**config.mk**
```make
export PLATFORM = sky130hd
export DESIGN_NAME = e1_ds0_monitor_signaling_map
export DESIGN_NICKNAME = d
export VERILOG_FILES = /design/src/e1_monitor_pkg.sv /design/src/e1_ds0_monitor_signaling_map.sv
export VERILOG_INCLUDE_DIRS = /design/src
export SDC_FILE = /design/constraint.sdc
export NUM_CORES = 1
export LEC_CHECK = 0
export CORE_UTILIZATION = 46
export CTS_CLUSTER_SIZE = 24
export DETAILED_ROUTE_END_ITERATION = 6
export DONT_BUFFER_PORTS = 1
export SYNTH_ARGS = -nofsm -noshare
export SYNTH_HDL_FRONTEND = slang
export SYNTH_SLANG_ARGS = --single-unit
```
**constraint.sdc**
```tcl
create_clock -name clk -period 6.8 [get_ports clk]
set_input_delay 0.68 -clock clk [delete_from_list [all_inputs] [get_ports clk]]
set_output_delay 0.68 -clock clk [all_outputs]
set_load 0.02 [all_outputs]
```
**src/e1_monitor_consts.svh**
```systemverilog
/*
  Offsets, field positions, reset values and frame and slot positions for the E1
  timeslot monitor and signaling map block.
  Assumes an 8-bit host register port with 8-bit addresses.
*/
`ifndef E1_MONITOR_CONSTS_SVH
`define E1_MONITOR_CONSTS_SVH

`define ADDR_COMMON_CONTROL_FIVE 8'h1D
`define ADDR_SIG_CONTROL         8'h1F
`define ADDR_RX_SIG_FIRST        8'h30
`define ADDR_RX_SIG_LAST         8'h3F
`define ADDR_TX_SIG_FIRST        8'h40
`define ADDR_TX_SIG_LAST         8'h4F
`define ADDR_TIMESLOT_MONITOR    8'hAB

`define CHAN_SEL_MSB             4
`define CHAN_SEL_LSB             0
`define SIG_CTRL_INSERT_BIT      0
`define SIG_CTRL_PIN_SRC_BIT     1

`define RESET_BYTE               8'h00
`define UNMAPPED_READ            8'h00
`define SIG_TIMESLOT             5'h10
`define LAST_BIT_OF_SLOT         3'h7
`define FIRST_FRAME_BIT          8'h00

`endif

```
**src/e1_monitor_pkg.sv**
```systemverilog
/*
  Types shared by the E1 timeslot monitor and signaling map block.
  Assumes nothing beyond the consts header.
*/
`default_nettype none
package e1_monitor_pkg;

  // One bit of an E1 stream as delivered by the framing logic.
  typedef struct packed {
    logic dat;
    logic stb;
    logic fstart;
    logic mfstart;
  } e1_bit_t;

  // Host register port request.
  typedef struct packed {
    logic [7:0] addr;
    logic [7:0] wdata;
    logic       wr;
    logic       rd;
  } host_req_t;

endpackage

`default_nettype wire

```
**src/e1_ds0_monitor_signaling_map.sv**
```systemverilog
/*
  Per-framer timeslot monitor and processor-based CAS signaling map.
  Assumes the framing logic, on clk, marks each line bit with a strobe and
  flags the first bit of every frame and of every CAS multiframe.
  The hardware signaling pin is asynchronous and is synchronised here.
*/
// Summary of operation
// RULE_01 - Five-bit channel select, bit 4 MSB, picks the monitored receive timeslot.
// RULE_02 - First received bit of the monitored timeslot lands in monitor bit 7.
// RULE_03 - Last received bit of the monitored timeslot lands in monitor bit 0.
// RULE_04 - Register and pin signaling access work at the same time; transmit inserts pin or registers, chosen by signaling control bit 1.
// RULE_05 - CAS bits are extracted from receive and inserted into transmit.
// RULE_06 - Four signaling bits A to D are carried per each of 30 voice channels.
// RULE_07 - Voice channel N is timeslot N for 1..15, timeslot N+1 for 16..30.
// RULE_08 - Sixteen receive and sixteen transmit signaling registers exist.
// RULE_09 - Receive signaling registers refresh each multiframe, always, two timeslots each.
// RULE_10 - Each multiframe, transmit signaling registers load the outgoing signaling shifter.
// RULE_11 - Monitor register is read-only and reloaded once per frame.
// RULE_12 - Selecting a channel beyond 32 timeslots gives undefined monitor contents.
`include "e1_monitor_consts.svh"
`timescale 1ns/1ps
`default_nettype none

module e1_ds0_monitor_signaling_map
  import e1_monitor_pkg::*;
#(
  parameter int SIG_REGS = 16
) (
  // Clock, reset and enable.
  input  wire logic       clk,
  input  wire logic       rstn,
  input  wire logic       ce,
  // Host register port.
  input  wire host_req_t  host,
  output logic [7:0]      rdata_r,
  // Receive stream from the framer.
  input  wire e1_bit_t    rx_in,
  // Transmit stream from the formatter and out to the line.
  input  wire e1_bit_t    tx_in,
  output logic            tx_out_r,
  output logic            tx_out_stb_r,
  // Hardware signaling access.
  input  wire logic       tx_sig_pin,
  output logic [7:0]      rx_sig_byte_r,
  output logic            rx_sig_stb_r
);

  logic [7:0] chan_ctrl_r, chan_ctrl_nxt;
  logic [7:0] sig_ctrl_r, sig_ctrl_nxt;
  logic [7:0] monitor_r, monitor_nxt;
  logic [7:0] rdata_nxt;
  logic [7:0] rx_sig_r [SIG_REGS];
  logic [7:0] rx_sig_nxt [SIG_REGS];
  logic [7:0] rx_stage_r [SIG_REGS];
  logic [7:0] rx_stage_nxt [SIG_REGS];
  logic [7:0] tx_sig_r [SIG_REGS];
  logic [7:0] tx_sig_nxt [SIG_REGS];
  logic [7:0] tx_shadow_r [SIG_REGS];
  logic [7:0] tx_shadow_nxt [SIG_REGS];
  logic [7:0] rx_pos_r, rx_pos_nxt, rx_pos;
  logic [3:0] rx_frm_r, rx_frm_nxt, rx_frm;
  logic [6:0] rx_sh_r, rx_sh_nxt;
  logic [7:0] tx_pos_r, tx_pos_nxt, tx_pos;
  logic [3:0] tx_frm_r, tx_frm_nxt, tx_frm;
  logic       tx_out_nxt;
  logic       tx_out_stb_nxt;
  logic [7:0] rx_sig_byte_nxt;
  logic       rx_sig_stb_nxt;
  logic [2:0] pin_sync_r, pin_sync_nxt;
  logic       pin_val_r, pin_val_nxt;
  logic [7:0] rx_byte;
  logic [4:0] chan_sel;

  assign chan_sel = chan_ctrl_r[`CHAN_SEL_MSB:`CHAN_SEL_LSB]; // [RULE_01]
  // Position within the frame and frame within the multiframe for this bit.
  assign rx_pos  = rx_in.fstart ? `FIRST_FRAME_BIT : rx_pos_r + 8'h01;
  assign rx_frm  = rx_in.mfstart ? 4'h0 : (rx_in.fstart ? rx_frm_r + 4'h1 : rx_frm_r);
  assign tx_pos  = tx_in.fstart ? `FIRST_FRAME_BIT : tx_pos_r + 8'h01;
  assign tx_frm  = tx_in.mfstart ? 4'h0 : (tx_in.fstart ? tx_frm_r + 4'h1 : tx_frm_r);
  // Earlier bits sit higher, so the first bit of the slot ends up in bit 7.
  assign rx_byte = {rx_sh_r, rx_in.dat}; // [RULE_02] [RULE_03]

  // Receive path: timeslot monitor and CAS extraction.
  always_comb begin
    rx_pos_nxt      = rx_pos_r;
    rx_frm_nxt      = rx_frm_r;
    rx_sh_nxt       = rx_sh_r;
    monitor_nxt     = monitor_r;
    rx_sig_byte_nxt = rx_sig_byte_r;
    rx_sig_stb_nxt  = 1'b0;
    rx_stage_nxt    = rx_stage_r;
    rx_sig_nxt      = rx_sig_r;
    if (rx_in.stb) begin
      rx_pos_nxt = rx_pos;
      rx_frm_nxt = rx_frm;
      rx_sh_nxt  = rx_byte[6:0];
      if (rx_pos[2:0] == `LAST_BIT_OF_SLOT) begin
        // Every selector value names one of the 32 slots; software owns validity.
        if (rx_pos[7:3] == chan_sel) begin
          monitor_nxt = rx_byte; // [RULE_11] [RULE_12]
        end
        if (rx_pos[7:3] == `SIG_TIMESLOT) begin
          // Frame f carries voice channel f in the high nibble (timeslot f) and
          // voice channel f+15 in the low nibble (timeslot f+16).
          rx_stage_nxt[rx_frm] = rx_byte; // [RULE_05] [RULE_06] [RULE_07]
          rx_sig_byte_nxt      = rx_byte; // [RULE_04]
          rx_sig_stb_nxt       = 1'b1;
        end
      end
      if (rx_in.mfstart) begin
        rx_sig_nxt = rx_stage_r; // [RULE_09]
      end
    end
  end

  // Asynchronous signaling pin: a change counts once stages two and three agree.
  always_comb begin
    pin_sync_nxt = {pin_sync_r[1:0], tx_sig_pin};
    pin_val_nxt  = (pin_sync_r[2] == pin_sync_r[1]) ? pin_sync_r[2] : pin_val_r;
  end

  // Transmit path: CAS insertion into timeslot 16.
  always_comb begin
    tx_pos_nxt     = tx_pos_r;
    tx_frm_nxt     = tx_frm_r;
    tx_out_nxt     = tx_out_r;
    tx_out_stb_nxt = 1'b0;
    tx_shadow_nxt  = tx_shadow_r;
    if (tx_in.stb) begin
      tx_pos_nxt     = tx_pos;
      tx_frm_nxt     = tx_frm;
      tx_out_stb_nxt = 1'b1;
      tx_out_nxt     = tx_in.dat;
      if (tx_in.mfstart) begin
        tx_shadow_nxt = tx_sig_r; // [RULE_10]
      end
      if (tx_pos[7:3] == `SIG_TIMESLOT && sig_ctrl_r[`SIG_CTRL_INSERT_BIT]) begin
        if (sig_ctrl_r[`SIG_CTRL_PIN_SRC_BIT]) begin
          tx_out_nxt = pin_val_r; // [RULE_04]
        end else begin
          tx_out_nxt = tx_shadow_r[tx_frm][`LAST_BIT_OF_SLOT - tx_pos[2:0]]; // [RULE_05] [RULE_07]
        end
      end
    end
  end

  // Host register port.
  always_comb begin
    chan_ctrl_nxt = chan_ctrl_r;
    sig_ctrl_nxt  = sig_ctrl_r;
    tx_sig_nxt    = tx_sig_r;
    rdata_nxt     = rdata_r;
    if (host.wr) begin
      if (host.addr == `ADDR_COMMON_CONTROL_FIVE) begin
        chan_ctrl_nxt = host.wdata;
      end
      if (host.addr == `ADDR_SIG_CONTROL) begin
        sig_ctrl_nxt = host.wdata;
      end
      if (host.addr >= `ADDR_TX_SIG_FIRST && host.addr <= `ADDR_TX_SIG_LAST) begin
        tx_sig_nxt[host.addr[3:0]] = host.wdata; // [RULE_08]
      end
    end
    if (host.rd) begin
      rdata_nxt = `UNMAPPED_READ;
      if (host.addr == `ADDR_COMMON_CONTROL_FIVE) begin
        rdata_nxt = chan_ctrl_r;
      end
      if (host.addr == `ADDR_SIG_CONTROL) begin
        rdata_nxt = sig_ctrl_r;
      end
      if (host.addr == `ADDR_TIMESLOT_MONITOR) begin
        rdata_nxt = monitor_r; // [RULE_11]
      end
      if (host.addr >= `ADDR_RX_SIG_FIRST && host.addr <= `ADDR_RX_SIG_LAST) begin
        rdata_nxt = rx_sig_r[host.addr[3:0]]; // [RULE_08]
      end
      if (host.addr >= `ADDR_TX_SIG_FIRST && host.addr <= `ADDR_TX_SIG_LAST) begin
        rdata_nxt = tx_sig_r[host.addr[3:0]];
      end
    end
  end

  always_ff @(posedge clk) begin
    if (!rstn) begin
      chan_ctrl_r   <= `RESET_BYTE;
      sig_ctrl_r    <= `RESET_BYTE;
      monitor_r     <= `RESET_BYTE;
      rdata_r       <= `RESET_BYTE;
      rx_pos_r      <= `FIRST_FRAME_BIT;
      rx_frm_r      <= 4'h0;
      rx_sh_r       <= 7'h00;
      tx_pos_r      <= `FIRST_FRAME_BIT;
      tx_frm_r      <= 4'h0;
      tx_out_r      <= 1'b0;
      tx_out_stb_r  <= 1'b0;
      rx_sig_byte_r <= `RESET_BYTE;
      rx_sig_stb_r  <= 1'b0;
      pin_sync_r    <= 3'h0;
      pin_val_r     <= 1'b0;
      for (int i = 0; i < SIG_REGS; i++) begin
        rx_sig_r[i]    <= `RESET_BYTE;
        rx_stage_r[i]  <= `RESET_BYTE;
        tx_sig_r[i]    <= `RESET_BYTE;
        tx_shadow_r[i] <= `RESET_BYTE;
      end
    end else if (ce) begin
      chan_ctrl_r   <= chan_ctrl_nxt;
      sig_ctrl_r    <= sig_ctrl_nxt;
      monitor_r     <= monitor_nxt;
      rdata_r       <= rdata_nxt;
      rx_pos_r      <= rx_pos_nxt;
      rx_frm_r      <= rx_frm_nxt;
      rx_sh_r       <= rx_sh_nxt;
      tx_pos_r      <= tx_pos_nxt;
      tx_frm_r      <= tx_frm_nxt;
      tx_out_r      <= tx_out_nxt;
      tx_out_stb_r  <= tx_out_stb_nxt;
      rx_sig_byte_r <= rx_sig_byte_nxt;
      rx_sig_stb_r  <= rx_sig_stb_nxt;
      pin_sync_r    <= pin_sync_nxt;
      pin_val_r     <= pin_val_nxt;
      rx_sig_r      <= rx_sig_nxt;
      rx_stage_r    <= rx_stage_nxt;
      tx_sig_r      <= tx_sig_nxt;
      tx_shadow_r   <= tx_shadow_nxt;
    end
  end

endmodule

`default_nettype wire

```
=== Yosys cells after proc, flatten, opt, wreduce, memory -nomap -nowiden ===
Cells that the tools add are included.

* Add/sub/neg operators: 5
* Multipliers: 0
* Div/mod/pow operators: 0
* $lt $le $gt $ge: 10
* Eq/ne operators: 8
* Shift-type cells: 0
* Multiplexer cells: 34
* Bitwise logic cells: 3
* Reduce and logical (&&, ||, !) cells: 16

{| class="wikitable"
|+ Operators by type and width
! kind !! count
|-
| $bwmux 128 || 2
|-
| $mux 8 || 15
|-
| $bmux 8 s4 || 3
|-
| $demux 8 s4 || 2
|-
| $add 8x1->8 const B || 2
|-
| $eq 8x5->1 const B || 2
|-
| $mux 4 || 4
|-
| $ge 5x5->1 const B || 3
|-
| $not 4->5 || 3
|-
| $reduce_and 3->1 || 5
|-
| $eq 5x5->1 const B || 2
|-
| $lt 5x1->1 const B || 2
|-
| $add 4x1->4 const B || 2
|-
| $eq 8x8->1 const B || 1
|-
| $ge 8x6->1 const B || 1
|-
| $ge 8x7->1 const B || 1
|-
| $le 8x6->1 const B || 1
|-
| $le 8x7->1 const B || 1
|-
| $reduce_and 2->1 || 4
|-
| $reduce_and 4->1 || 2
|-
| $mux 1 || 7
|-
| $eq 5x5->1 || 1
|-
| $logic_and 1x1->1 || 5
|-
| $lt 3x4->1 const B || 1
|-
| 4 further kinds || 4
|}

* Flip-flop bits (word level): 590
* Bits in latches: 0
* RAM bits: 0
* Memory bits (read-only): 0
* Bits of input ports: 30
* Output and inout port bits: 19
* Logic and storage cells: 155
* Memories kept: 0

=== Depth between registers and ports, before layout ===
Gate-level depths: netlist of run 1.

* Word-level depth: 11
* Mapped depth: 13
* Depth with buffers taken out: 10

=== Worst setup path before layout of run 1 ===
No wires, ideal clock.

* Kind: in2reg
* Start: in tx_in[1] (netlist bit)
* End: reg tx_out_r
* Library setup time: 0.144 ns
* Arrival time: 2.950 ns
* Path slack: 3.706 ns
* Stages: 13
* Buffers on the path: 4
* Path through: clkbuf_1 -> xnor2_1 -> or2_2 -> buf_2 -> buf_2 -> clkbuf_1 -> mux2_2 -> o21ai_0 -> nand4_1 -> o22ai_1 -> nand2_1 -> o211ai_1 -> a41oi_1

* Word-level cells in the longest chain between the ends: 10

{| class="wikitable"
|+ Ends and longest elaborated chain
! element !! RTL line !! RTL
|-
| from (decl) || e1_ds0_monitor_signaling_map.sv:39 || <nowiki>input wire e1_bit_t tx_in,</nowiki>
|-
| $mux 4 (2 in a row) || e1_ds0_monitor_signaling_map.sv:79 || <nowiki>assign tx_frm = tx_in.mfstart ? 4'h0 : (tx_in.fstart ? tx_frm_r + 4'h1 : tx_frm_r);</nowiki>
|-
| $not 4->5 (not written as such) || e1_ds0_monitor_signaling_map.sv:141 || <nowiki>tx_out_nxt = tx_shadow_r[tx_frm][`LAST_BIT_OF_SLOT - tx_pos[2:0]];</nowiki>
|-
| $bmux 8 s4 || e1_ds0_monitor_signaling_map.sv:141 ||
|-
| $mux 8 (not written as such) (2 in a row) || e1_ds0_monitor_signaling_map.sv:141 ||
|-
| $bmux 1 s3 || e1_ds0_monitor_signaling_map.sv:141 ||
|-
| $mux 1 || e1_ds0_monitor_signaling_map.sv:141 ||
|-
| $mux 1 || e1_ds0_monitor_signaling_map.sv:138 || <nowiki>if (sig_ctrl_r[`SIG_CTRL_PIN_SRC_BIT]) begin</nowiki>
|-
| $mux 1 (*) || e1_ds0_monitor_signaling_map.sv:137 || <nowiki>if (tx_pos[7:3] == `SIG_TIMESLOT && sig_ctrl_r[`SIG_CTRL_INSERT_BIT]) begin</nowiki>
|-
| to (signal assigned) || e1_ds0_monitor_signaling_map.sv:217 || <nowiki>tx_out_r <= tx_out_nxt;</nowiki>
|-
| to (decl) || e1_ds0_monitor_signaling_map.sv:40 || <nowiki>output logic tx_out_r,</nowiki>
|}

Mark *: on every way between the ends. The rest lies on a longest branch, timed or not. The select of a mux whose other input is x is not followed.
A chain may end at the register's enable or synchronous reset.

=== Worst setup path after layout of run 1 ===
* Start: reg rx_pos_r[2]
* End: reg rx_stage_r[13] (netlist bit)

* Word-level cells in the longest chain between the ends: 4

{| class="wikitable"
|+ Ends and longest elaborated chain
! element !! RTL line !! RTL
|-
| from (decl) || e1_ds0_monitor_signaling_map.sv:60 || <nowiki>logic [7:0] rx_pos_r, rx_pos_nxt, rx_pos;</nowiki>
|-
| from (signal assigned) || e1_ds0_monitor_signaling_map.sv:190 || <nowiki>rx_pos_r <= `FIRST_FRAME_BIT;</nowiki>
|-
| from (signal assigned) || e1_ds0_monitor_signaling_map.sv:212 || <nowiki>rx_pos_r <= rx_pos_nxt;</nowiki>
|-
| $add 8x1->8 (*) || e1_ds0_monitor_signaling_map.sv:76 || <nowiki>assign rx_pos = rx_in.fstart ? `FIRST_FRAME_BIT : rx_pos_r + 8'h01;</nowiki>
|-
| $mux 8 (*) || e1_ds0_monitor_signaling_map.sv:76 ||
|-
| $eq 5x5->1 (no line) / $eq 3x3->1 (equally long branches) || - ||
|-
| $reduce_and 4->1 (no line) (*) || - ||
|-
| to (signal, indexed assignment) || e1_ds0_monitor_signaling_map.sv:203 || <nowiki>rx_stage_r[i] <= `RESET_BYTE;</nowiki>
|-
| to (signal assigned) || e1_ds0_monitor_signaling_map.sv:224 || <nowiki>rx_stage_r <= rx_stage_nxt;</nowiki>
|-
| to (decl) || e1_ds0_monitor_signaling_map.sv:54 || <nowiki>logic [7:0] rx_stage_r [SIG_REGS];</nowiki>
|}

Mark *: on every way between the ends. The rest lies on a longest branch, timed or not.

==> flow_summary.yaml, run 1 <==
synthesis:
  synth_area_per_cell_um2: 9.52
  post_syn_nets: 2791
  synth_enable_flop_cells: 0
  synth_largest_area_cell: "sky130_fd_sc_hd__dfxtp_1"
  synth.top_cells.by_count: "sky130_fd_sc_hd__nand2_1, sky130_fd_sc_hd__dfxtp_1, sky130_fd_sc_hd__a21boi_0, sky130_fd_sc_hd__nor2b_1, sky130_fd_sc_hd__mux2i_1"
  synth-async-reset-ratio: 0
  synth_area_leaders: "sky130_fd_sc_hd__dfxtp_1, sky130_fd_sc_hd__mux2i_1, sky130_fd_sc_hd__nand2_1"
  seq_area_frac_synth: 0.450
  synth_cell_types: 67
  yosys_most_used_dff: "sky130_fd_sc_hd__dfxtp_1"
  synthesis.yosys.warnings: 0
  syn-cell-area_um2: 26300
  synth_top_area_share: 0.450
  syn-instance-count: 2757
  synth.most_common_cell: "sky130_fd_sc_hd__nand2_1"
  ys_seq_elements: 590
clock_tree:
  clkSinkCount: 590
  cts.repair.resized: 0
  cts_setup_buffers: 0
  cts.clk_slew.worst_paths_ns: 0.06
  cts_tree: "yes"
  insertion_delay_ns: 0.60
  maximum_number_of_buffers_from_clock_root_to_sink: 3
  numCtsBuffers: 66
  cts_hold_buf: 0
  cts-root-buf: "sky130_fd_sc_hd__clkbuf_16"
  cts_max_level: 3
placement:
  dpl.cell_count: 3309
  place.detailed.hpwl_um: 44100
  routabilityCongestion: 0.839
  pre_cts_slack_ns: 2.95
  placement.io_buffers: 0
sta:
  grt_setup_unrepaired: "no"
  layout_worst_path_cycle_share: 0.530
  finalWorstSetupSlack_ns: 3.19
  slew_violations: 272
  max_freq_mhz: 277
  layout_min_cycle_time_ns: 3.61
  timing_worst_slew_pin_value_ns: 2.07
  clock_skew_ns: 0.0274
  hold_viol: 0
  worst_hold_slack_ns: 0.251
  timing.setup.tns_ns: 0
  max_slew_margin: -0.381
  finalSetupViolCount: 0
pwr:
  total_power_mw: 7.14
  power_density_nw_per_um2: 249
  power_leakage_nw: 9.24
  peakVddDrop_mv: 0.196
floorplanning:
  floorplan.core_area_um2: 56400
  die-area_um2: 58000
  fp.dieH_um: 241
  die_x_um: 241
  initial_utilization: 0.466
  row_count: 87
  top_level_ports: 49
detailed_routing:
  antenna_violating_nets_post_route: 0
  detailedRoute.firstIterationViolations: 1473
  drc: 0
  post_drt_wl_per_cell_um: 21.0
  route.vias.total: 19000
  drt_wl_total_um: 71700
  first_pass_iters: 5
  drt-vias-per-instance: 5.56
outcome:
  outcome: "complete, but fails checks"
  failing_checks: "max-slew violations"
critical_path:
  cp_slowest_stage_delay_ns: 0.67
  worst-path-max-fanout: 13
  crit_path_end_kind: "flop"
  critical_path_buf_inv_count: 1
  worst-endpoint-arrival_ns: 4.07
  crit_path_start_kind: "flop"
  timing.critical_path.max_delay_family: "simple AND/OR/NAND/NOR gates"
  timing.critical_path.cells: "nand3_2, or3_1, a21oi_2, or4b_1, nor3b_4, buf_4, or3b_1, nor2_8, mux2i_1, nor2b_1"
  critPathRequiredTime_ns: 7.27
  worst-setup-path-type: "flop to flop"
  critical-path-slowest-cell: "sky130_fd_sc_hd__or3b_1"
cells_and_area:
  finish.net_count: 2655
  instances_no_fill: 3420
  layout-drive-gt1-share: 0.0973
  area_growth_pct: 9.12
global_routing:
  grt_overflow: 0
  grt_antenna_before_repair: 0
  grt.total_usage: 0.248
  number_of_global_route_vias_before_repair: 18400
  pin_count_of_the_biggest_net_entering_global_routing: 591
  first_pass_grt_wire_length_um: 110000
run:
  timing.max_cap.violations: 0
hold_path:
  hp-class: "primary input to flop"
## flip-flops by register name, summed over array words and instances, names as in the netlist, 128 cells and up
| register | count |
|---|---|
| rx_sig_r | 128 |
| rx_stage_r | 128 |
| tx_shadow_r | 128 |
| tx_sig_r | 128 |
## power breakdown
group          internal (mW)  switching [mW]  leakage [nW]  total [mW]
registers               3.46          0.0127          4.75        3.48
clock network           2.06            1.41          1.04        3.48
logic                 0.0956          0.0895          3.46       0.185
## layout by cell type, fill, tap and decap left out, types with 15 or more instances in the layout
master	instances
sky130_fd_sc_hd__nand2_1	671
sky130_fd_sc_hd__dfxtp_1	590
sky130_fd_sc_hd__a21boi_0	286
sky130_fd_sc_hd__nor2b_1	285
sky130_fd_sc_hd__mux2i_1	282
sky130_fd_sc_hd__mux4_2	92
sky130_fd_sc_hd__clkbuf_16	68
sky130_fd_sc_hd__a21oi_1	48
sky130_fd_sc_hd__nor2_1	35
sky130_fd_sc_hd__o21ai_0	24
sky130_fd_sc_hd__buf_4	20
sky130_fd_sc_hd__nand3_1	19
sky130_fd_sc_hd__clkbuf_8	15
## path summary, 6_finish.rpt
path                                       end                         from  slack (ns)  cells after the start
setup / recovery   rx_stage_r[13]$_SDFFE_PN0P_     rx_pos_r[2]$_SDFFE_PN0P_        3.19                     10
setup reg to reg   rx_stage_r[13]$_SDFFE_PN0P_     rx_pos_r[2]$_SDFFE_PN0P_        3.19                     10
hold / removal    tx_shadow_r[96]$_SDFFE_PN0P_                         rstn        0.25                      1
hold reg to reg    rx_stage_r[76]$_SDFFE_PN0P_  rx_stage_r[76]$_SDFFE_PN0P_        0.45                      2
## layer usage
metal	share of wire	up-vias	track usage
met1	0.44	9420	0.321
met4	0.037	0	0.0953
met2	0.48	421	0.415
met5	0	-	0
li1	-	9063	-
met3	0.046	120	0.0403
## per-stage QoR
| step | area [um^2] | util |
|---|---|---|
| global placement | 26600 | 0.471 |
| CTS | 28700 | 0.508 |
| finish | 28700 | 0.508 |
| global route | 28700 | 0.508 |
| floorplan | 26300 | - |
| detailed placement | 26600 | 0.471 |
## final cells by class
class	instances	area (um^2)
Antenna cell	1	2.50
Clock buffer	97	1960
Clock inverter	13	130
Fill cell	5342	27700
Inverter	2	7.51
Multi-Input combinational cell	1941	13600
Sequential cell	590	11800
Tap cell	756	946
Timing Repair Buffer	20	150
## cells by family (layout without fill, tap and decap cells)
group	Yosys count	in the layout	synth area share
other cells	0	1	0
compound gates	426	426	0.116
simple gates	1114	1114	0.204
xor+xnor	16	16	0.00534
fa+ha+maj	4	4	0.00191
buf+inv	226	132	0.0329
flops	590	590	0.450
mux	381	381	0.189
Power figures use the tool's default switching activity.
==> inputs of run 2 (changes only) <==
==> constraint.sdc (replaced) <==
create_clock -name clk -period 3.5 [get_ports clk]
set_input_delay 0.35 -clock clk [delete_from_list [all_inputs] [get_ports clk]]
set_output_delay 0.35 -clock clk [all_outputs]
set_load 0.02 [all_outputs]
==> run 2 against run 1 <==
The run now ends clean. Sequential power increased by 94%. Clock skew down 0.0060 ns. Worst setup slack worse by 3.1 ns. First-iteration DRC count is 5.4% lower. Via count up 2.5%. Utilization rose by 2.1 points. Register-to-register slack worse by 3.1 ns. Combinational power rose to 2.8 times the previous value. Highest routed layer is now met5. Final cell count increased by 3.5%. Non-clock buffer count grew 113.
==> flow_summary.yaml, run 2 (synthesized netlist as in run 1, its figures left out) <==
clock_tree:
  cts_max_level: 3
  cts_tree: "yes"
  numCtsBuffers: 66
  clkSinkCount: 590
  cts_setup_buffers: 0
  maximum_number_of_buffers_from_clock_root_to_sink: 3
  insertion_delay_ns: 0.60
  cts.clk_slew.worst_paths_ns: 0.06
  cts-root-buf: "sky130_fd_sc_hd__clkbuf_16"
critical_path:
  crit_path_end_kind: "flop"
  timing.critical_path.max_delay_family: "compound AO/OA/AOI/OAI gates"
  reg2reg_to: "tx_out_r$_SDFFE_PN0P_"
  critical-path-slowest-cell: "sky130_fd_sc_hd__a311oi_1"
  worst-setup-path-type: "flop to flop"
  timing.critical_path.cells: "ha_1, and2_1, mux2_2, mux4_2, nand2_1, a311oi_1, o22ai_1, nand2_1, o211ai_1, a41oi_1"
  reg2reg_depth: 10
  timing.rr.start: "tx_frm_r[0]$_SDFFE_PN0P_"
  rrSetupSlack_ns: 0.09
  cp-startpoint: "tx_frm_r[0]$_SDFFE_PN0P_"
  crit_path_start_kind: "flop"
  worst-path-max-fanout: 18
  cp_slowest_stage_delay_ns: 0.80
  critPathRequiredTime_ns: 4.00
  cp_common_cell: "sky130_fd_sc_hd__nand2_1"
  worst-endpoint-arrival_ns: 3.91
  critical_path_buf_inv_count: 0
hold_path:
  hold_path_end: "rx_frm_r[1]$_SDFFE_PN0P_"
  worstHoldStart: "rx_in[0]"
  hp-class: "primary input to flop"
  worst_hold_path.num_cells: 3
detailed_routing:
  first_pass_iters: 5
  drt_wl_total_um: 73300
  route.vias.total: 19500
  antenna_violating_nets_post_route: 0
  detailedRoute.firstIterationViolations: 1394
  post_drt_wl_per_cell_um: 20.7
  drc: 0
  drt-vias-per-instance: 5.51
floorplanning:
  die_x_um: 241
  die-area_um2: 58000
  floorplan.core_area_um2: 56400
  top_level_ports: 49
  fp.dieH_um: 241
  row_count: 87
  initial_utilization: 0.466
sta:
  layout_worst_path_cycle_share: 0.973
  max_freq_mhz: 294
  hold_viol: 0
  max_slew_margin: 0.246
  layout_min_cycle_time_ns: 3.41
  clock_skew_ns: 0.0214
  timing_worst_slew_pin_value_ns: 1.13
  timing.setup.tns_ns: 0
  slew_violations: 0
  grt_setup_unrepaired: "no"
  finalSetupViolCount: 0
global_routing:
  first_pass_grt_wire_length_um: 114000
  grt_most_used_layer: "met2"
  grt_overflow: 0
  grt.total_usage: 0.256
  globalRouteMet3Util: 0.0429
  grt_antenna_before_repair: 2
  global_route_met2_utilization: 0.438
  pin_count_of_the_biggest_net_entering_global_routing: 279
  number_of_global_route_vias_before_repair: 19100
  met1_resource_use_gr: 0.329
run:
  timing.max_cap.violations: 0
placement:
  place.detailed.hpwl_um: 43200
  placement.io_buffers: 0
  routabilityCongestion: 0.803
cells_and_area:
  most_common_cell_after_layout_fill_and_taps_aside: "sky130_fd_sc_hd__nand2_1"
  area_growth_pct: 13.6
  nFillCells: 5146
  final_cell_mix: "sky130_fd_sc_hd__nand2_1, sky130_fd_sc_hd__dfxtp_1, sky130_fd_sc_hd__a21boi_0"
  layout-drive-gt1-share: 0.110
  finish.net_count: 2768
outcome:
  outcome: "finished, final reports clean"
pwr:
  peakVddDrop_mv: 0.357
  power_density_nw_per_um2: 479
  total_power_mw: 14.3
  power_leakage_nw: 9.99
run 2: cell types whose count changed in the layout (fill, tap and decap cells not counted), sizes merged:
cell | previous run | this run
clkbuf | 97 | 100
dlygate4sd3 | 0 | 68
bufinv | 2 | 4
clkinv | 10 | 12
buf | 20 | 65
run 2: repair_timing:
action                                 CTS  global route
gates resized for setup                  0             0
endpoints found under the hold margin  357             0
hold buffers                            72             0
run 2: worst max path at each step:
stage,to,slack (ns),cells past startpoint
floorplan,rx_stage_r[72]$_SDFFE_PN0P_,0.59,11
global placement,tx_out_r$_SDFFE_PN0P_,0.28,10
detailed placement,tx_out_r$_SDFFE_PN0P_,0.25,10
CTS,tx_out_r$_SDFFE_PN0P_,0.23,10
global route,rx_stage_r[19]$_SDFFE_PN0P_,0.06,10
finish,tx_out_r$_SDFFE_PN0P_,0.09,10
run 2: per-layer routing:
layer	share of wire	vias up
met5	0.00011	-
met4	0.030	2
met3	0.048	124
met2	0.48	418
met1	0.44	9636
li1	-	9312
run 2: cell type report:
| class | count | area [um^2] | area share |
|---|---|---|---|
| Inverter | 2 | 7.51 | 0.000252 |
| Clock buffer | 100 | 1990 | 0.0668 |
| Sequential cell | 590 | 11800 | 0.396 |
| Timing Repair Buffer | 133 | 1260 | 0.0422 |
| Tap cell | 756 | 946 | 0.0317 |
| Antenna cell | 1 | 2.50 | 0.0000839 |
| Clock inverter | 17 | 200 | 0.00671 |
| Multi-Input combinational cell | 1941 | 13600 | 0.456 |
run 2: power breakdown:
group / internal, mW / leakage (nW) / total, mW / switching (mW)
logic: 0.215 / 4.15 / 0.522 / 0.307
registers: 6.73 / 4.75 / 6.75 / 0.0256
clock network: 4.22 / 1.09 / 7.02 / 2.80
run 2: tightest hold or removal path: cells and delay by family:
family             cells  cell delay (ns)
AOI/OAI and AO/OA      2             0.15
and+or+nand+nor        1             0.08
run 2: metrics by stage:
| stage | hold slack [ns] | cell area [um^2] | worst slack, ns | utilization | instances |
|---|---|---|---|---|---|
| detailed placement | 0.446 | 26900 | 0.246 | 0.477 | 3350 |
| CTS | 0.00483 | 29800 | 0.228 | 0.529 | 3539 |
| global placement | 0.438 | 26900 | 0.276 | 0.477 | 3350 |
| finish | 0.0366 | 29800 | 0.0944 | 0.529 | 3540 |
| floorplan | 0.431 | 26300 | 0.594 | - | 2757 |
| global route | 0.0369 | 29800 | 0.0556 | 0.529 | 3539 |
==> inputs of run 3 (changes only) <==
--- a/config.mk
+++ b/config.mk
@@ -6,6 +6,7 @@
 export SDC_FILE = /design/constraint.sdc
 export NUM_CORES = 1
 export LEC_CHECK = 0
+export ABC_AREA = 1
 export CORE_UTILIZATION = 46
 export CTS_CLUSTER_SIZE = 24
 export DETAILED_ROUTE_END_ITERATION = 6
==> run 3 against run 2 <==
Clock skew fell by 0.0010 ns. Sequential power rose by 3.1%. Non-clock buffer count rose by 133. Cell area fell by 1.2%. Via count rose by 22%. Sequential share of layout area rose by 0.48 points. Routed wire length rose by 17%. Critical path type unchanged. Critical endpoint is now rx_stage_r[64]$_SDFFE_PN0P_.
==> flow_summary.yaml, run 3 <==
clock_tree:
  insertion_delay_ns: 0.64
  cts_hold_buf: 226
  cts_setup_buffers: 0
  cts.repair.resized: 0
  clkSinkCount: 590
  cts-root-buf: "sky130_fd_sc_hd__clkbuf_16"
  maximum_number_of_buffers_from_clock_root_to_sink: 3
  cts_tree: "yes"
  numCtsBuffers: 60
  cts_max_level: 2
  cts.clk_slew.worst_paths_ns: 0.07
critical_path:
  timing.critical_path.cells: "ha_1, nor2_1, nor3_2, inv_1, nor2_2, nand3_2, o21ai_0, dlygate4sd3_1, a21oi_1"
  cp-endpoint: "rx_stage_r[64]$_SDFFE_PN0P_"
  cp-startpoint: "rx_frm_r[0]$_SDFFE_PN0P_"
  critical-path-slowest-cell: "sky130_fd_sc_hd__dlygate4sd3_1"
  crit_path_end_kind: "flop"
  worst-path-max-fanout: 16
  reg2reg_to: "rx_stage_r[64]$_SDFFE_PN0P_"
  reg2reg_depth: 9
  crit_path_start_kind: "flop"
  critPathRequiredTime_ns: 4.00
  rrSetupSlack_ns: 0.49
  timing.rr.start: "rx_frm_r[0]$_SDFFE_PN0P_"
  worst-setup-path-type: "flop to flop"
  worst-endpoint-arrival_ns: 3.51
  cp_slowest_stage_delay_ns: 0.60
floorplanning:
  fp.dieH_um: 235
  die_x_um: 235
  die-area_um2: 55200
  row_count: 84
  initial_utilization: 0.470
  floorplan.core_area_um2: 53100
  top_level_ports: 49
synthesis:
  syn-cell-area_um2: 24900
  seq_area_frac_synth: 0.473
  ys_seq_elements: 590
  synth_largest_area_cell: "sky130_fd_sc_hd__dfxtp_1"
  synthesis.yosys.warnings: 0
  synth_area_per_cell_um2: 7.45
  synth_area_leaders: "sky130_fd_sc_hd__dfxtp_1, sky130_fd_sc_hd__o21ai_0, sky130_fd_sc_hd__a21oi_1"
  syn-instance-count: 3347
  post_syn_nets: 3381
  synth_top_area_share: 0.473
  synth.top_cells.by_count: "sky130_fd_sc_hd__dfxtp_1, sky130_fd_sc_hd__o21ai_0, sky130_fd_sc_hd__a21oi_1, sky130_fd_sc_hd__inv_1, sky130_fd_sc_hd__nand2_1"
  synth.most_common_cell: "sky130_fd_sc_hd__dfxtp_1"
  yosys_most_used_dff: "sky130_fd_sc_hd__dfxtp_1"
  synth_enable_flop_cells: 0
  synth_cell_types: 45
  synth-async-reset-ratio: 0
cells_and_area:
  layout.area.seq_um2: 11800
  layout-drive-gt1-share: 0.0569
  nFillCells: 5000
  finish.net_count: 3451
  final_cell_mix: "sky130_fd_sc_hd__dfxtp_1, sky130_fd_sc_hd__o21ai_0, sky130_fd_sc_hd__inv_1, sky130_fd_sc_hd__a21oi_1, sky130_fd_sc_hd__nand2_1"
  instances_no_fill: 4154
  most_common_cell_after_layout_fill_and_taps_aside: "sky130_fd_sc_hd__dfxtp_1"
  multi_input_area_um2: 10100
  final_util: 0.555
  area_growth_pct: 18.2
pwr:
  power_leakage_nw: 10.6
  power_density_nw_per_um2: 499
  peakVddDrop_mv: 0.413
global_routing:
  pin_count_of_the_biggest_net_entering_global_routing: 266
  grt_overflow: 0
  number_of_global_route_vias_before_repair: 22300
  first_pass_grt_wire_length_um: 131000
  grt.total_usage: 0.303
  grt_antenna_before_repair: 1
detailed_routing:
  drt_wl_total_um: 85400
  post_drt_wl_per_cell_um: 20.6
  antenna_violating_nets_post_route: 0
  route.vias.total: 23800
  detailedRoute.firstIterationViolations: 2300
  first_pass_iters: 6
  drc: 0
  drt-vias-per-instance: 5.73
sta:
  layout_min_cycle_time_ns: 3.01
  hold_viol: 0
  timing_worst_slew_pin_value_ns: 1.28
  slew_violations: 0
  max_freq_mhz: 332
  clock_skew_ns: 0.0204
  max_slew_margin: 0.142
  finalSetupViolCount: 0
  grt_setup_unrepaired: "no"
  timing.setup.tns_ns: 0
  layout_worst_path_cycle_share: 0.860
placement:
  place.detailed.hpwl_um: 52400
  routabilityCongestion: 0.949
  placement.io_buffers: 0
  dpl.cell_count: 3817
run:
  timing.max_cap.violations: 0
outcome:
  outcome: "finished, final reports clean"
hold_path:
  hp-class: "primary input to flop"
run 3: worst max-delay path: cells and delay by family (launching register included):
family	cells	cell delay, ns
AOI/OAI and AO/OA	2	0.35
adders and majority gates	1	0.29
buffers and inverters	2	0.80
DFF	1	0.34
and+or+nand+nor	4	1.07
run 3: how the worst min path moves through the flow:
stage / from / endpoint / depth (start not counted)
after global routing: tx_in[3] / tx_out_r$_SDFFE_PN0P_ / 2
after global placement: rx_stage_r[75]$_SDFFE_PN0P_ / rx_stage_r[75]$_SDFFE_PN0P_ / 2
after floorplan: rx_stage_r[0]$_SDFFE_PN0P_ / rx_stage_r[0]$_SDFFE_PN0P_ / 2
after CTS: tx_in[3] / tx_out_r$_SDFFE_PN0P_ / 2
after detailed placement: rx_stage_r[44]$_SDFFE_PN0P_ / rx_stage_r[44]$_SDFFE_PN0P_ / 2
final: tx_in[3] / tx_out_r$_SDFFE_PN0P_ / 2
run 3: cells by family after synthesis:
logic type | count (synthesis) | share of synthesized area
AOI/OAI and AO/OA | 1285 | 0.277
and+or+nand+nor | 661 | 0.122
adders and majority gates | 4 | 0.00201
xor gates and xnor gates | 3 | 0.00105
buffers and inverters | 804 | 0.125
DFF | 590 | 0.473
run 3: routing by layer:
metal	global-route usage	share of wire	up-vias
met2	0.516	0.48	904
met1	0.391	0.41	11400
met5	0	0	-
met3	0.0320	0.067	172
met4	0.123	0.039	0
li1	-	-	11300
run 3: final cells by class:
type / count / area share
diodes: 1 / 0.0000849
clock buffers: 93 / 0.0616
clock inverters: 17 / 0.00573
inverters: 546 / 0.0697
multi-input cells: 1953 / 0.341
flip-flops and latches: 590 / 0.401
well taps: 688 / 0.0292
repair buffers: 266 / 0.0917
run 3: metrics by stage:
step	setup slack, ns	area, um^2	power, mW	hold slack [ns]
after CTS	0.566	29500	14.7	0.0200
after global routing	0.306	29500	15.1	0.0446
after global placement	0.829	25200	8.04	0.426
after detailed placement	0.813	25200	8.05	0.431
after floorplan	1.50	24900	7.80	0.420
final	0.490	29500	14.7	0.0336
run 3: power by group:
group / internal (mW) / switching, mW
Combinational: 0.447 / 0.818
Sequential: 6.87 / 0.0938
Clock: 3.71 / 2.76
